===== config.mk =====
export PLATFORM = sky130hd
export DESIGN_NAME = phm_regs
export DESIGN_NICKNAME = d
export VERILOG_FILES = /design/src/rtl/phm_pkg.sv /design/src/rtl/phm_evt_if.sv /design/src/rtl/phm_latch.sv /design/src/rtl/phm_regs.sv /design/src/rtl/phm_reset_ctl.sv
export SDC_FILE = /design/constraint.sdc
export NUM_CORES = 1
export LEC_CHECK = 0
export BUFFER_PORTS_ARGS = -buffer_cell sky130_fd_sc_hd__clkbuf_2
export CELL_PAD_IN_SITES_DETAIL_PLACEMENT = 1
export CELL_PAD_IN_SITES_GLOBAL_PLACEMENT = 1
export CORE_MARGIN = 4
export CORE_UTILIZATION = 40
export CTS_BUF_LIST = sky130_fd_sc_hd__clkbuf_16
export DETAILED_ROUTE_END_ITERATION = 12
export PLACE_DENSITY = 0.82
export SETUP_SLACK_MARGIN = 0.15
export SLEW_MARGIN = 20
export SYNTH_ARGS = -nofsm -noshare
export SYNTH_HDL_FRONTEND = slang
export SYNTH_HIERARCHICAL = 1
export SYNTH_SLANG_ARGS = --single-unit
export TNS_END_PERCENT = 20

===== constraint.sdc =====
create_clock -name mclk -period 4.6 [get_ports mclk]
set_input_delay 0.23 -clock mclk [delete_from_list [all_inputs] [get_ports mclk]]
set_output_delay 0.23 -clock mclk [all_outputs]
set_load 0.01 [all_outputs]

===== src/rtl/phm_pkg.sv =====
// Purpose: Shared constants for the standard management register bank.
// Assumes: 16-bit registers, 5-bit register number, one 250 MHz clock.
// Notes: Bit positions are plain ints; field values are sized to their fields.
package phm_pkg;
	// ----------------------------------------
	// Address space
	// ----------------------------------------
	localparam int REG_COUNT = 32;
	localparam int STD_COUNT = 16;
	localparam int ADDR_W = 5;
	localparam int DATA_W = 16;
	localparam logic [4:0] OFS_CTRL = 5'h00;
	localparam logic [4:0] OFS_STAT = 5'h01;
	localparam logic [4:0] OFS_IDH = 5'h02;
	localparam logic [4:0] OFS_IDL = 5'h03;
	localparam logic [4:0] OFS_ADV = 5'h04;
	localparam logic [4:0] OFS_LPA = 5'h05;
	localparam logic [4:0] OFS_EXP = 5'h06;
	localparam logic [4:0] OFS_NPT = 5'h07;
	localparam logic [4:0] OFS_XSTAT = 5'h0F;
	localparam logic [4:0] OFS_MDIX = 5'h1C;

	// ----------------------------------------
	// Basic control
	// ----------------------------------------
	localparam int CTL_RESET = 15;
	localparam int CTL_LOOP = 14;
	localparam int CTL_SPD_LSB = 13;
	localparam int CTL_AN_EN = 12;
	localparam int CTL_PDOWN = 11;
	localparam int CTL_ISO = 10;
	localparam int CTL_AN_RST = 9;
	localparam int CTL_DUPLEX = 8;
	localparam int CTL_SPD_MSB = 6;
	localparam logic [15:0] CTRL_RST = 16'h1100;
	localparam logic [15:0] CTRL_WMASK = 16'h7DC0;
	localparam logic [1:0] SPD_1000 = 2'h2;
	localparam logic [1:0] SPD_100 = 2'h1;
	localparam logic [1:0] SPD_10 = 2'h0;

	// ----------------------------------------
	// Basic status and extended status
	// ----------------------------------------
	localparam logic [15:0] STAT_FIXED = 16'h7949;
	localparam int STAT_AN_DONE = 5;
	localparam int STAT_RFAULT = 4;
	localparam int STAT_LINK = 2;
	localparam int STAT_JABBER = 1;
	localparam logic [15:0] XSTAT_FIXED = 16'h3000;

	// ----------------------------------------
	// Advertisement, partner, expansion, next page
	// ----------------------------------------
	localparam logic [15:0] ADV_RST = 16'h01E1;
	localparam logic [15:0] ADV_WMASK = 16'hADFF;
	localparam int ADV_RFAULT = 13;
	localparam int ADV_PAUSE_LO = 10;
	localparam logic [1:0] PAUSE_NONE = 2'h0;
	localparam logic [1:0] PAUSE_ASYM = 2'h2;
	localparam logic [1:0] PAUSE_SYM = 2'h1;
	localparam logic [1:0] PAUSE_BOTH = 2'h3;
	localparam int LPA_ACK = 14;
	localparam logic [15:0] LPA_RST = 16'h0000;
	localparam int EXP_PDF = 4;
	localparam int EXP_LP_NP = 3;
	localparam int EXP_NP_ABLE = 2;
	localparam int EXP_PAGE_RX = 1;
	localparam int EXP_LP_AN = 0;
	localparam logic [15:0] NPT_RST = 16'h2001;
	localparam logic [15:0] NPT_WMASK = 16'hB7FF;
	localparam int NPT_TOGGLE = 11;
	localparam int NPT_MSG_W = 11;

	// ----------------------------------------
	// Crossover control
	// ----------------------------------------
	localparam int MDIX_SEL = 7;
	localparam int MDIX_SWAP_OFF = 6;
	localparam logic [15:0] MDIX_RST = 16'h0000;
	localparam logic [15:0] MDIX_WMASK = 16'h00C0;

	// ----------------------------------------
	// Latched status bits
	// ----------------------------------------
	localparam int LAT_N = 5;
	localparam int LAT_LINK = 0;
	localparam int LAT_JAB = 1;
	localparam int LAT_RF = 2;
	localparam int LAT_PDF = 3;
	localparam int LAT_PGRX = 4;
	localparam logic [4:0] LAT_LOW_MASK = 5'h01;
	localparam logic [4:0] LAT_IN_STAT = 5'h07;

	// ----------------------------------------
	// Timing
	// ----------------------------------------
	localparam int CLK_MHZ = 250;
	localparam int PD_WAIT_MS = 1;
	localparam int PD_WAIT_CYC = PD_WAIT_MS * CLK_MHZ * 1000;
endpackage


===== src/rtl/phm_evt_if.sv =====
// Purpose: Carries latch events and the internal reset request between modules.
// Assumes: All members are synchronous to mclk.
// Notes: view is combinational from the latch module.
`timescale 1ns/10ps
interface phm_evt_if #(parameter int N = 5);
	logic [N-1:0] live;
	logic [N-1:0] view;
	logic clr_stat;
	logic clr_exp;
	logic reset_req;
	logic core_reset;
	modport regs(output live, output clr_stat, output clr_exp, output reset_req,
		input view, input core_reset);
	modport latch(input live, input clr_stat, input clr_exp, output view);
	modport rst(input reset_req, output core_reset);
endinterface


===== src/rtl/phm_latch.sv =====
// Purpose: Latch-high and latch-low holding of status events until read.
// Assumes: Clear strobe arrives in the cycle the register is read.
// Notes: A new event in the clear cycle is kept.
`timescale 1ns/10ps
module phm_latch (
	input wire logic mclk,
	input wire logic arst_n,
	phm_evt_if.latch ev
);
	typedef struct packed {
		logic [phm_pkg::LAT_N-1:0] held;
	} phm_lat_st_t;

	phm_lat_st_t st;
	phm_lat_st_t next_st;
	logic hit;
	logic clr;

	always_comb begin
		next_st = st;
		hit = 1'b0;
		clr = 1'b0;
		for (int i = 0; i < phm_pkg::LAT_N; i++) begin
			hit = phm_pkg::LAT_LOW_MASK[i] ? !ev.live[i] : ev.live[i];
			clr = phm_pkg::LAT_IN_STAT[i] ? ev.clr_stat : ev.clr_exp;
			next_st.held[i] = (st.held[i] & !clr) | hit;
			ev.view[i] = phm_pkg::LAT_LOW_MASK[i] ? (ev.live[i] & !st.held[i])
				: (ev.live[i] | st.held[i]);
		end
	end

	always_ff @(posedge mclk or negedge arst_n) begin
		if (!arst_n) begin
			st <= '0;
		end else begin
			st <= next_st;
		end
	end
endmodule


===== src/rtl/phm_regs.sv =====
// Purpose: Standard management register bank of a triple-speed transceiver.
// Assumes: Register port is pre-decoded from management frames, synchronous.
// Notes: Registers not implemented here read as zero and ignore writes.
//
// How it works
// - 32 register numbers, low 16 standard
// - Soft reset bit resets, reads zero
// - Restart bit restarts negotiation, self-clears
// - Speed MSB/LSB encoding; MSB from strap
// - Negotiation enabled overrides forced speed/duplex
// - Negotiation off disables automatic crossover
// - Power-down; leaving it issues global reset
// - Isolate bit cuts the MAC interface
// - Jabber bit latches high, resets zero
// - Negotiation complete bit reads live
// - Basic status reports fixed abilities
// - Parallel detection fault latches high
// - Local next-page able constant, partner shown
// - Pause field encoding, resets to none
// - Remote fault support bit, resets zero
// - Partner page captured, acknowledge set
// - Next page: 11-bit message, resets 0x2001
// - Toggle bit read-only, device maintained
// - Self-clear, latch-high, latch-low honoured
`timescale 1ns/10ps
module phm_regs #(
	// Identifier defaults are arbitrary
	parameter logic [15:0] ID_HIGH = 16'h1234,
	parameter logic [15:0] ID_LOW = 16'h5678,
	parameter int HOLD_CYC = phm_pkg::PD_WAIT_CYC
) (
	input wire logic mclk,
	input wire logic arst_n,
	input wire logic strap_speed_msb,
	input wire logic [4:0] reg_addr,
	input wire logic [15:0] reg_wdata,
	input wire logic reg_wr,
	input wire logic reg_rd,
	output logic [15:0] reg_rdata,
	output logic reg_rvalid,
	input wire logic an_done,
	input wire logic [1:0] an_speed,
	input wire logic an_duplex,
	input wire logic link_up,
	input wire logic jabber,
	input wire logic remote_fault,
	input wire logic par_det_fault,
	input wire logic page_rx,
	input wire logic lp_page_valid,
	input wire logic [15:0] lp_page,
	input wire logic lp_np_able,
	input wire logic lp_an_able,
	input wire logic np_sent,
	output logic core_reset,
	output logic an_restart,
	output logic an_enable,
	output logic loopback,
	output logic isolate,
	output logic power_down,
	output logic [1:0] speed_sel,
	output logic duplex_full,
	output logic mdix_auto,
	output logic mdix_manual_sel,
	output logic [15:0] adv_word,
	output logic [15:0] np_word
);
	// ----------------------------------------
	// State
	// ----------------------------------------
	typedef struct packed {
		logic [15:0] ctrl;
		logic [15:0] adv;
		logic [15:0] lpa;
		logic [15:0] npt;
		logic [15:0] mdix;
		logic lp_np;
		logic lp_an;
		logic strap_done;
		logic rst_req;
		logic an_restart;
		logic [1:0] speed;
		logic duplex;
		logic mdix_auto;
		logic [15:0] rd_data;
		logic rd_valid;
	} phm_reg_st_t;

	phm_reg_st_t st;
	phm_reg_st_t next_st;
	logic [15:0] rd_mux;
	logic [15:0] ctrl_new;

	phm_evt_if #(.N(phm_pkg::LAT_N)) ev ();

	phm_latch u_latch (
		.mclk(mclk),
		.arst_n(arst_n),
		.ev(ev)
	);

	phm_reset_ctl #(.HOLD_CYC(HOLD_CYC)) u_rst (
		.mclk(mclk),
		.arst_n(arst_n),
		.ev(ev)
	);

	// ----------------------------------------
	// Event and clear wiring
	// ----------------------------------------
	always_comb begin
		ev.live = '0;
		ev.live[phm_pkg::LAT_JAB] = jabber;
		ev.live[phm_pkg::LAT_LINK] = link_up;
		ev.live[phm_pkg::LAT_RF] = remote_fault;
		ev.live[phm_pkg::LAT_PDF] = par_det_fault;
		ev.live[phm_pkg::LAT_PGRX] = page_rx;
		ev.clr_stat = reg_rd && (reg_addr == phm_pkg::OFS_STAT);
		ev.clr_exp = reg_rd && (reg_addr == phm_pkg::OFS_EXP);
		ev.reset_req = st.rst_req;
	end

	// ----------------------------------------
	// Read mux
	// ----------------------------------------
	// Full 32-entry decode
	always_comb begin
		rd_mux = 16'h0000;
		case (reg_addr)
			phm_pkg::OFS_CTRL: begin
				rd_mux = st.ctrl;
			end
			phm_pkg::OFS_STAT: begin
				rd_mux = phm_pkg::STAT_FIXED;
				rd_mux[phm_pkg::STAT_AN_DONE] = an_done;
				rd_mux[phm_pkg::STAT_RFAULT] = ev.view[phm_pkg::LAT_RF];
				rd_mux[phm_pkg::STAT_LINK] = ev.view[phm_pkg::LAT_LINK];
				rd_mux[phm_pkg::STAT_JABBER] = ev.view[phm_pkg::LAT_JAB];
			end
			phm_pkg::OFS_IDH: begin
				rd_mux = ID_HIGH;
			end
			phm_pkg::OFS_IDL: begin
				rd_mux = ID_LOW;
			end
			phm_pkg::OFS_ADV: begin
				rd_mux = st.adv;
			end
			phm_pkg::OFS_LPA: begin
				rd_mux = st.lpa;
			end
			phm_pkg::OFS_EXP: begin
				rd_mux[phm_pkg::EXP_PDF] = ev.view[phm_pkg::LAT_PDF];
				rd_mux[phm_pkg::EXP_LP_NP] = st.lp_np;
				rd_mux[phm_pkg::EXP_NP_ABLE] = 1'b1;
				rd_mux[phm_pkg::EXP_PAGE_RX] = ev.view[phm_pkg::LAT_PGRX];
				rd_mux[phm_pkg::EXP_LP_AN] = st.lp_an;
			end
			phm_pkg::OFS_NPT: begin
				rd_mux = st.npt;
			end
			phm_pkg::OFS_XSTAT: begin
				rd_mux = phm_pkg::XSTAT_FIXED;
			end
			phm_pkg::OFS_MDIX: begin
				rd_mux = st.mdix;
			end
			default: begin
				rd_mux = 16'h0000;
			end
		endcase
	end

	// ----------------------------------------
	// Register update
	// ----------------------------------------
	always_comb begin
		next_st = st;
		next_st.rst_req = 1'b0;
		next_st.an_restart = 1'b0;
		next_st.rd_valid = reg_rd;
		ctrl_new = (reg_wdata & phm_pkg::CTRL_WMASK) | (st.ctrl & ~phm_pkg::CTRL_WMASK);
		if (reg_rd) begin
			next_st.rd_data = rd_mux;
		end
		// Strap is sampled once after release and again at each global reset, never under the async reset
		if (!st.strap_done) begin
			next_st.strap_done = 1'b1;
			next_st.ctrl[phm_pkg::CTL_SPD_MSB] = strap_speed_msb;
		end
		if (st.rst_req) begin
			// Global reset reloads defaults; a write in this cycle is dropped
			next_st.ctrl = phm_pkg::CTRL_RST;
			next_st.ctrl[phm_pkg::CTL_SPD_MSB] = strap_speed_msb;
			next_st.adv = phm_pkg::ADV_RST;
			next_st.lpa = phm_pkg::LPA_RST;
			next_st.npt = phm_pkg::NPT_RST;
			next_st.mdix = phm_pkg::MDIX_RST;
			next_st.lp_np = 1'b0;
			next_st.lp_an = 1'b0;
		end else begin
			if (reg_wr) begin
				case (reg_addr)
					phm_pkg::OFS_CTRL: begin
						next_st.ctrl = ctrl_new;
						next_st.rst_req = reg_wdata[phm_pkg::CTL_RESET]
							|| (st.ctrl[phm_pkg::CTL_PDOWN] && !reg_wdata[phm_pkg::CTL_PDOWN]);
						next_st.an_restart = reg_wdata[phm_pkg::CTL_AN_RST];
					end
					phm_pkg::OFS_ADV: begin
						next_st.adv = (reg_wdata & phm_pkg::ADV_WMASK)
							| (st.adv & ~phm_pkg::ADV_WMASK);
					end
					phm_pkg::OFS_NPT: begin
						next_st.npt = (reg_wdata & phm_pkg::NPT_WMASK)
							| (st.npt & ~phm_pkg::NPT_WMASK);
					end
					phm_pkg::OFS_MDIX: begin
						next_st.mdix = reg_wdata & phm_pkg::MDIX_WMASK;
					end
					default: begin
						next_st.ctrl = next_st.ctrl;
					end
				endcase
			end
			if (lp_page_valid) begin
				next_st.lpa = lp_page;
				next_st.lpa[phm_pkg::LPA_ACK] = 1'b1;
			end
			next_st.lp_np = lp_np_able;
			next_st.lp_an = lp_an_able;
			if (np_sent) begin
				next_st.npt[phm_pkg::NPT_TOGGLE] = !st.npt[phm_pkg::NPT_TOGGLE];
			end
		end
		if (next_st.ctrl[phm_pkg::CTL_AN_EN]) begin
			next_st.speed = an_speed;
			next_st.duplex = an_duplex;
		end else begin
			next_st.speed = {next_st.ctrl[phm_pkg::CTL_SPD_MSB],
				next_st.ctrl[phm_pkg::CTL_SPD_LSB]};
			next_st.duplex = next_st.ctrl[phm_pkg::CTL_DUPLEX];
		end
		next_st.mdix_auto = next_st.ctrl[phm_pkg::CTL_AN_EN]
			&& !next_st.mdix[phm_pkg::MDIX_SWAP_OFF];
	end

	always_ff @(posedge mclk or negedge arst_n) begin
		if (!arst_n) begin
			st <= '0;
			st.ctrl <= phm_pkg::CTRL_RST;
			st.adv <= phm_pkg::ADV_RST;
			st.lpa <= phm_pkg::LPA_RST;
			st.npt <= phm_pkg::NPT_RST;
			st.mdix <= phm_pkg::MDIX_RST;
			st.mdix_auto <= 1'b1;
			st.duplex <= 1'b0;
			st.speed <= phm_pkg::SPD_10;
		end else begin
			st <= next_st;
		end
	end

	// ----------------------------------------
	// Outputs
	// ----------------------------------------
	assign reg_rdata = st.rd_data;
	assign reg_rvalid = st.rd_valid;
	// Held by the reset counter flop; long enough to cover the host wait
	assign core_reset = ev.core_reset;
	assign an_restart = st.an_restart;
	assign an_enable = st.ctrl[phm_pkg::CTL_AN_EN];
	assign loopback = st.ctrl[phm_pkg::CTL_LOOP];
	assign isolate = st.ctrl[phm_pkg::CTL_ISO];
	assign power_down = st.ctrl[phm_pkg::CTL_PDOWN];
	assign speed_sel = st.speed;
	assign duplex_full = st.duplex;
	assign mdix_auto = st.mdix_auto;
	assign mdix_manual_sel = st.mdix[phm_pkg::MDIX_SEL];
	assign adv_word = st.adv;
	assign np_word = st.npt;
endmodule


===== src/rtl/phm_reset_ctl.sv =====
// Purpose: Stretches an internal reset request into a held core reset.
// Assumes: Request is a one-cycle pulse.
// Notes: Hold length is a parameter so simulation can shorten it.
`timescale 1ns/10ps
module phm_reset_ctl #(
	parameter int HOLD_CYC = phm_pkg::PD_WAIT_CYC
) (
	input wire logic mclk,
	input wire logic arst_n,
	phm_evt_if.rst ev
);
	localparam int CW = $clog2(HOLD_CYC + 1);

	typedef struct packed {
		logic [CW-1:0] cnt;
		logic active;
	} phm_rst_st_t;

	phm_rst_st_t st;
	phm_rst_st_t next_st;

	always_comb begin
		next_st = st;
		if (ev.reset_req) begin
			next_st.cnt = CW'(HOLD_CYC - 1);
			next_st.active = 1'b1;
		end else if (st.cnt != '0) begin
			next_st.cnt = st.cnt - CW'(1);
		end else begin
			next_st.active = 1'b0;
		end
	end

	assign ev.core_reset = st.active;

	always_ff @(posedge mclk or negedge arst_n) begin
		if (!arst_n) begin
			st <= '0;
		end else begin
			st <= next_st;
		end
	end
endmodule


---- Word-level counts from Yosys, hierarchy flattened ----
Index checks and enable logic that the tools add are counted.
storage, ports and cells
  bits in registers ....................... 130
  output and inout bits ................... 60
  logic and storage cells ................. 97
cells by class
  add/subtract/negate cells ............... 1
  equal/unequal tests ..................... 10
  muxes and demuxes ....................... 19
  bitwise logic cells ..................... 18
  reductions and logical operators ........ 28
operators by type and width
  kind                                                 number
  one-hot mux 11 bit (9 select lines)                  1
  2-to-1 mux 82 bit                                    1
  2-to-1 mux 16 bit                                    5
  2-to-1 mux 32 bit                                    2
  one-hot mux 5 bit (9 select lines)                   1
  bitwise OR 16 x 15 -> 16 bit                         2
  equality test 5 x 3 -> 1 bit, second input constant  4
  2-to-1 mux 19 bit                                    1
  2-to-1 mux 18 bit                                    1
  nonzero test 18 bit                                  1
  subtractor 18 x 1 -> 18 bit, second input constant   1
  bitwise OR 15 x 16 -> 16 bit                         1
  nonzero test 2 bit                                   7
  equality test 5 x 2 -> 1 bit, second input constant  2
  AND reduction 2 bit                                  5
  bitwise OR 1 bit                                     9
  logical NOT 1 bit                                    7
  bitwise AND 1 bit                                    6
  2-to-1 mux 2 bit                                     3
  nonzero test 3 bit                                   2
  equality test 5 x 1 -> 1 bit, second input constant  1
  equality test 5 x 4 -> 1 bit, second input constant  1
  equality test 5 bit, second input constant           1
  logical NOT 5 bit                                    1
  other kinds (5)                                      10

---- Depth between registers and ports, before layout ----
  depth in word-level cells ............... 7
  mapped depth ............................ 8

---- Modules after synthesis ----
The synthesis kept the hierarchy.
modules (own cells, without submodules)
  module         instances  cells each  area an instance (um^2)
  phm_regs       1          441         4,327.9
  phm_reset_ctl  1          117         1,154.9
  phm_latch      1          18          203.9

---- Worst setup path after synthesis ----
Ideal clock, no wire load.
  path kind ............................... register to register
  start ................................... reg u_rst/st[1] (netlist name)
  end ..................................... reg u_rst/st[18] (netlist name)
  library setup time ...................... 128 ps
  data arrival time ....................... 1,959 ps
  required time ........................... 4,472 ps
  path slack .............................. 2,513 ps
  stages on the path, launching flop included .. 8
  buffers on the path ..................... 1
  clock period less this slack ............ 2,087 ps
  cell sequence ........................... dfrtp_1 inv_1 ha_1 or4b_4 or4_1 buf_2 o31ai_1 nor3_1
between the ends
  word-level cells in the longest chain between the ends .. 3
RTL lines
  what                         line                 RTL
  start: declaration           phm_reset_ctl.sv:19  phm_rst_st_t st;
  start signal: assignment     phm_reset_ctl.sv:40  st <= next_st;
  subtractor 18 x 1 -> 18 bit  phm_reset_ctl.sv:28  next_st.cnt = st.cnt - CW'(1);
  2-to-1 mux 18 bit            phm_reset_ctl.sv:27  end else if (st.cnt != '0) begin
  2-to-1 mux 19 bit            phm_reset_ctl.sv:24  if (ev.reset_req) begin
Several ways; a longest one is shown, not always the timed one. The select of a mux whose other input is x is not followed.
A chain may end at the register's enable or synchronous reset.

---- Final worst setup path ----
  start ................................... reg u_rst/st[10] (netlist name)
  end ..................................... reg u_rst/st[10] (netlist name)
Same word-level chain as after synthesis.

==> qor.txt <==
Via Count - 4,450
Area contributors post-synth - dfrtp_1 (41%), mux2i_1 (7.9%), buf_4 (6.9%), dfstp_2 (4.6%), nor2_1 (3.7%)
Post-synth top cells - dfrtp_1 (94), nor2_1 (56), buf_4 (52), mux2i_1 (45), nand2_1 (40)
core area - 13,900 µm²
path depth of the worst reg2reg path - 4
mean routed wirelength per cell - 20.2 µm
multi-input logic area - 2430 µm²
filler cell count - 1,584
Max Cap Viol - 0
n_diodes - 0
crit path DAT - 2570 ps
TritonCTS clock tree - done
ANT nets after route - 0
Setup crit end - u_rst/st[10]$_DFFE_PN0P_
critical path launch point type - register
Hold Violations, Final - 0
dpl hpwl - 11,700 µm
htree depth - 3
top_reg_cell synth - dfrtp_1
synth unique cells - 74
slowest stage cell, crit path - or4_1
crit path from - u_rst/st[10]$_DFFE_PN0P_
row count - 43
placed instance area - 5920 µm²
Via density - 5.56
worst r2r src - u_rst/st[10]$_DFFE_PN0P_
Finished Layout Cells - 801
final WL - 16,200 µm
r2r setup slk - 2260 ps
Pwr per Cell Area - 432 nW/µm²
Clock Tree Root - clkbuf_16
Synth Register Bits - 104
Slew Viols, Final - 0
Slew HR - 34.1%
TritonRoute pass-1 iters - 5
Placer Congestion - 0.790
post-synthesis sequential area ratio - 46.0%
Leak - 2.84 nW
worst setup margin - 2260 ps
GRT Overall Usage - 20.2%
crit path max fanout - 13
Boundary Pins - 115
crit path cell chain - or4_1, nor3b_4, a21oi_2, mux2_4
Slew @ Worst Pin - 988 ps
peak supply drop - 0.165 mV
Place WS - 2210 ps
clock buffer depth - 2
placed cells - 784
Post-Syn Area - 5690 µm²
Syn. warnings - 6
register area - 2620 µm²
Post-synth EDFFs - 0
Synth area leader - dfrtp_1
Hold Path Class - in2reg
pin count of the biggest net entering global routing - 56
layout cells sized above 1 - 26.9%
final setup fails - 0
clk_lat worst skew - 350 ps
post-layout net count - 672
reg2reg end - u_rst/st[10]$_DFFE_PN0P_
initial antenna violation count - 0
GRT Residual Overflow - 0
Final min period - 2340 ps
total negative slack - 0 ps
DRC viols - 0
initial drt markers - 251
total CTS buffers - 9
outcome - finished clean
Max Clk Rate - 0.428 GHz
setup bufs post-CTS - 0
Levels on crit path - 4
CP Buf/Inv Count - 0
Setup CP Type - reg2reg
Post-synth ARST share - 100%
Final Skew - 9.51 ps
vias in the first global route - 4,668
Reg clk slew, reported paths - 80 ps
delay-heaviest family, CP - simple AND/OR/NAND/NOR gates
Design Area, Final - 6210 µm²
first-pass GRT wire length - 25,900 µm
Critical Path Max Stage Delay - 650 ps
Die X - 127 µm
dominant cell by count in the synthesized netlist - dfrtp_1
Final Power - 0.00268 W
post-synthesis area per instance - 9.87 µm²
Die ar. - 16,200 µm²
ratio of final minimum period to clock period - 50.8%
Yosys top cell area share - 41.4%
Die Y - 127 µm
Worst EP required - 4840 ps
cell count after synthesis - 576
RSZ-0062 raised after global routing - no
CTS Sinks - 104
Area growth syn-to-layout - 9.20%
type of element capturing the critical path - register
port buffer count - 109
starting density of the core - 41.0%
[worst reg2reg max path, stage by stage, from the launching register on]
cell and delay (ps):
dfrtp_1 460, or4_1 650, nor3b_4 600, a21oi_2 190, mux2_4 330
[flip-flops by register name, summed over array words and instances, names as in the netlist, 2 cells and up]
| name | flops |
|---|---|
| st | 24 |
| u_rst/st | 18 |
| u_latch/st | 5 |
| reg_rdata | 16 |
| np_word | 15 |
| adv_word | 13 |
| speed_sel | 2 |
[report_power, final]
group	switching, W	leakage (nW)	internal, W
clock	0.000366	0.136	0.000374
sequential	0.000196	1.27	0.00110
combinational	0.000357	1.43	0.000291
total	0.000920	2.84	0.00176
[what timing repair did]
action | 4_1_cts | 5_1_grt
hold buffers | 1 | 0
endpoints found under the hold margin | 48 | 0
resized for setup | 0 | 0
[routing by layer]
metal  global-route usage, %  part of all wire, %  vias to the layer above
met2                    31.2                   47                      159
met3                    4.14                  5.7                       16
met5                       0                    0                        -
met4                    5.43                  1.5                        0
li1                        -                    -                     2032
met1                    29.1                   46                     2243
[cell type report]
class	count	area share [%]
Clock buffer	9	3.63
Clock inverter	7	0.866
Inverter	22	1.33
Multi-Input combinational cell	366	39.1
Sequential cell	104	42.1
Tap cell	180	3.63
Timing Repair Buffer	113	9.35
[logic make-up after synthesis]
group / count (synthesis) / share of synthesized area [%]
adders and majority gates: 1 / 0.220
AOI/OAI and AO/OA: 112 / 13.5
muxes: 57 / 10.7
and+or+nand+nor: 190 / 17.8
xor gates and xnor gates: 1 / 0.154
DFF: 104 / 46.0
other: 2 / 0.132
buffers and inverters: 109 / 11.6
[cell usage in the layout, fill, tap and decap left out, types with 5 or more instances in the layout]
cell type / count
a211o_1: 6
a21oi_1: 30
clkbuf_16: 9
clkbuf_2: 108
conb_1: 5
dfrtp_1: 93
dfstp_2: 10
inv_1: 22
mux2_2: 8
mux2i_1: 45
nand2_1: 40
nand3_1: 12
nor2_1: 56
nor2b_1: 23
nor3_1: 11
o21ai_0: 14
o22ai_1: 9
o31ai_1: 5
or2_1: 5
[stage by stage]
| stage | hold slack (ps) | utilization [%] |
|---|---|---|
| 6_report | 69.1 | 44.7 |
| 5_1_grt | 61.1 | 44.7 |
| 4_1_cts | 62.2 | 44.7 |
| 3_5_place_dp | 338 | 42.7 |
| 3_3_place_gp | 334 | 42.7 |
| 2_1_floorplan | -65.6 | - |
[worst min path at each step]
| stage | end | cells past startpoint | from | slack (ps) |
|---|---|---|---|---|
| 3_3_place_gp | u_rst/st[1]$_DFFE_PN0P_ | 1 | arst_n | 330 |
| 4_1_cts | u_latch/st[4]$_DFF_PN0_ | 2 | page_rx | 60 |
| 2_1_floorplan | adv_word[10]$_DFFE_PN0P_ | 0 | arst_n | -70 |
| 6_report | u_latch/st[1]$_DFF_PN0_ | 2 | jabber | 70 |
| 5_1_grt | u_latch/st[4]$_DFF_PN0_ | 2 | page_rx | 60 |
| 3_5_place_dp | an_restart$_DFF_PN0_ | 1 | arst_n | 340 |
No activity file was read; power rests on OpenSTA's default activity.
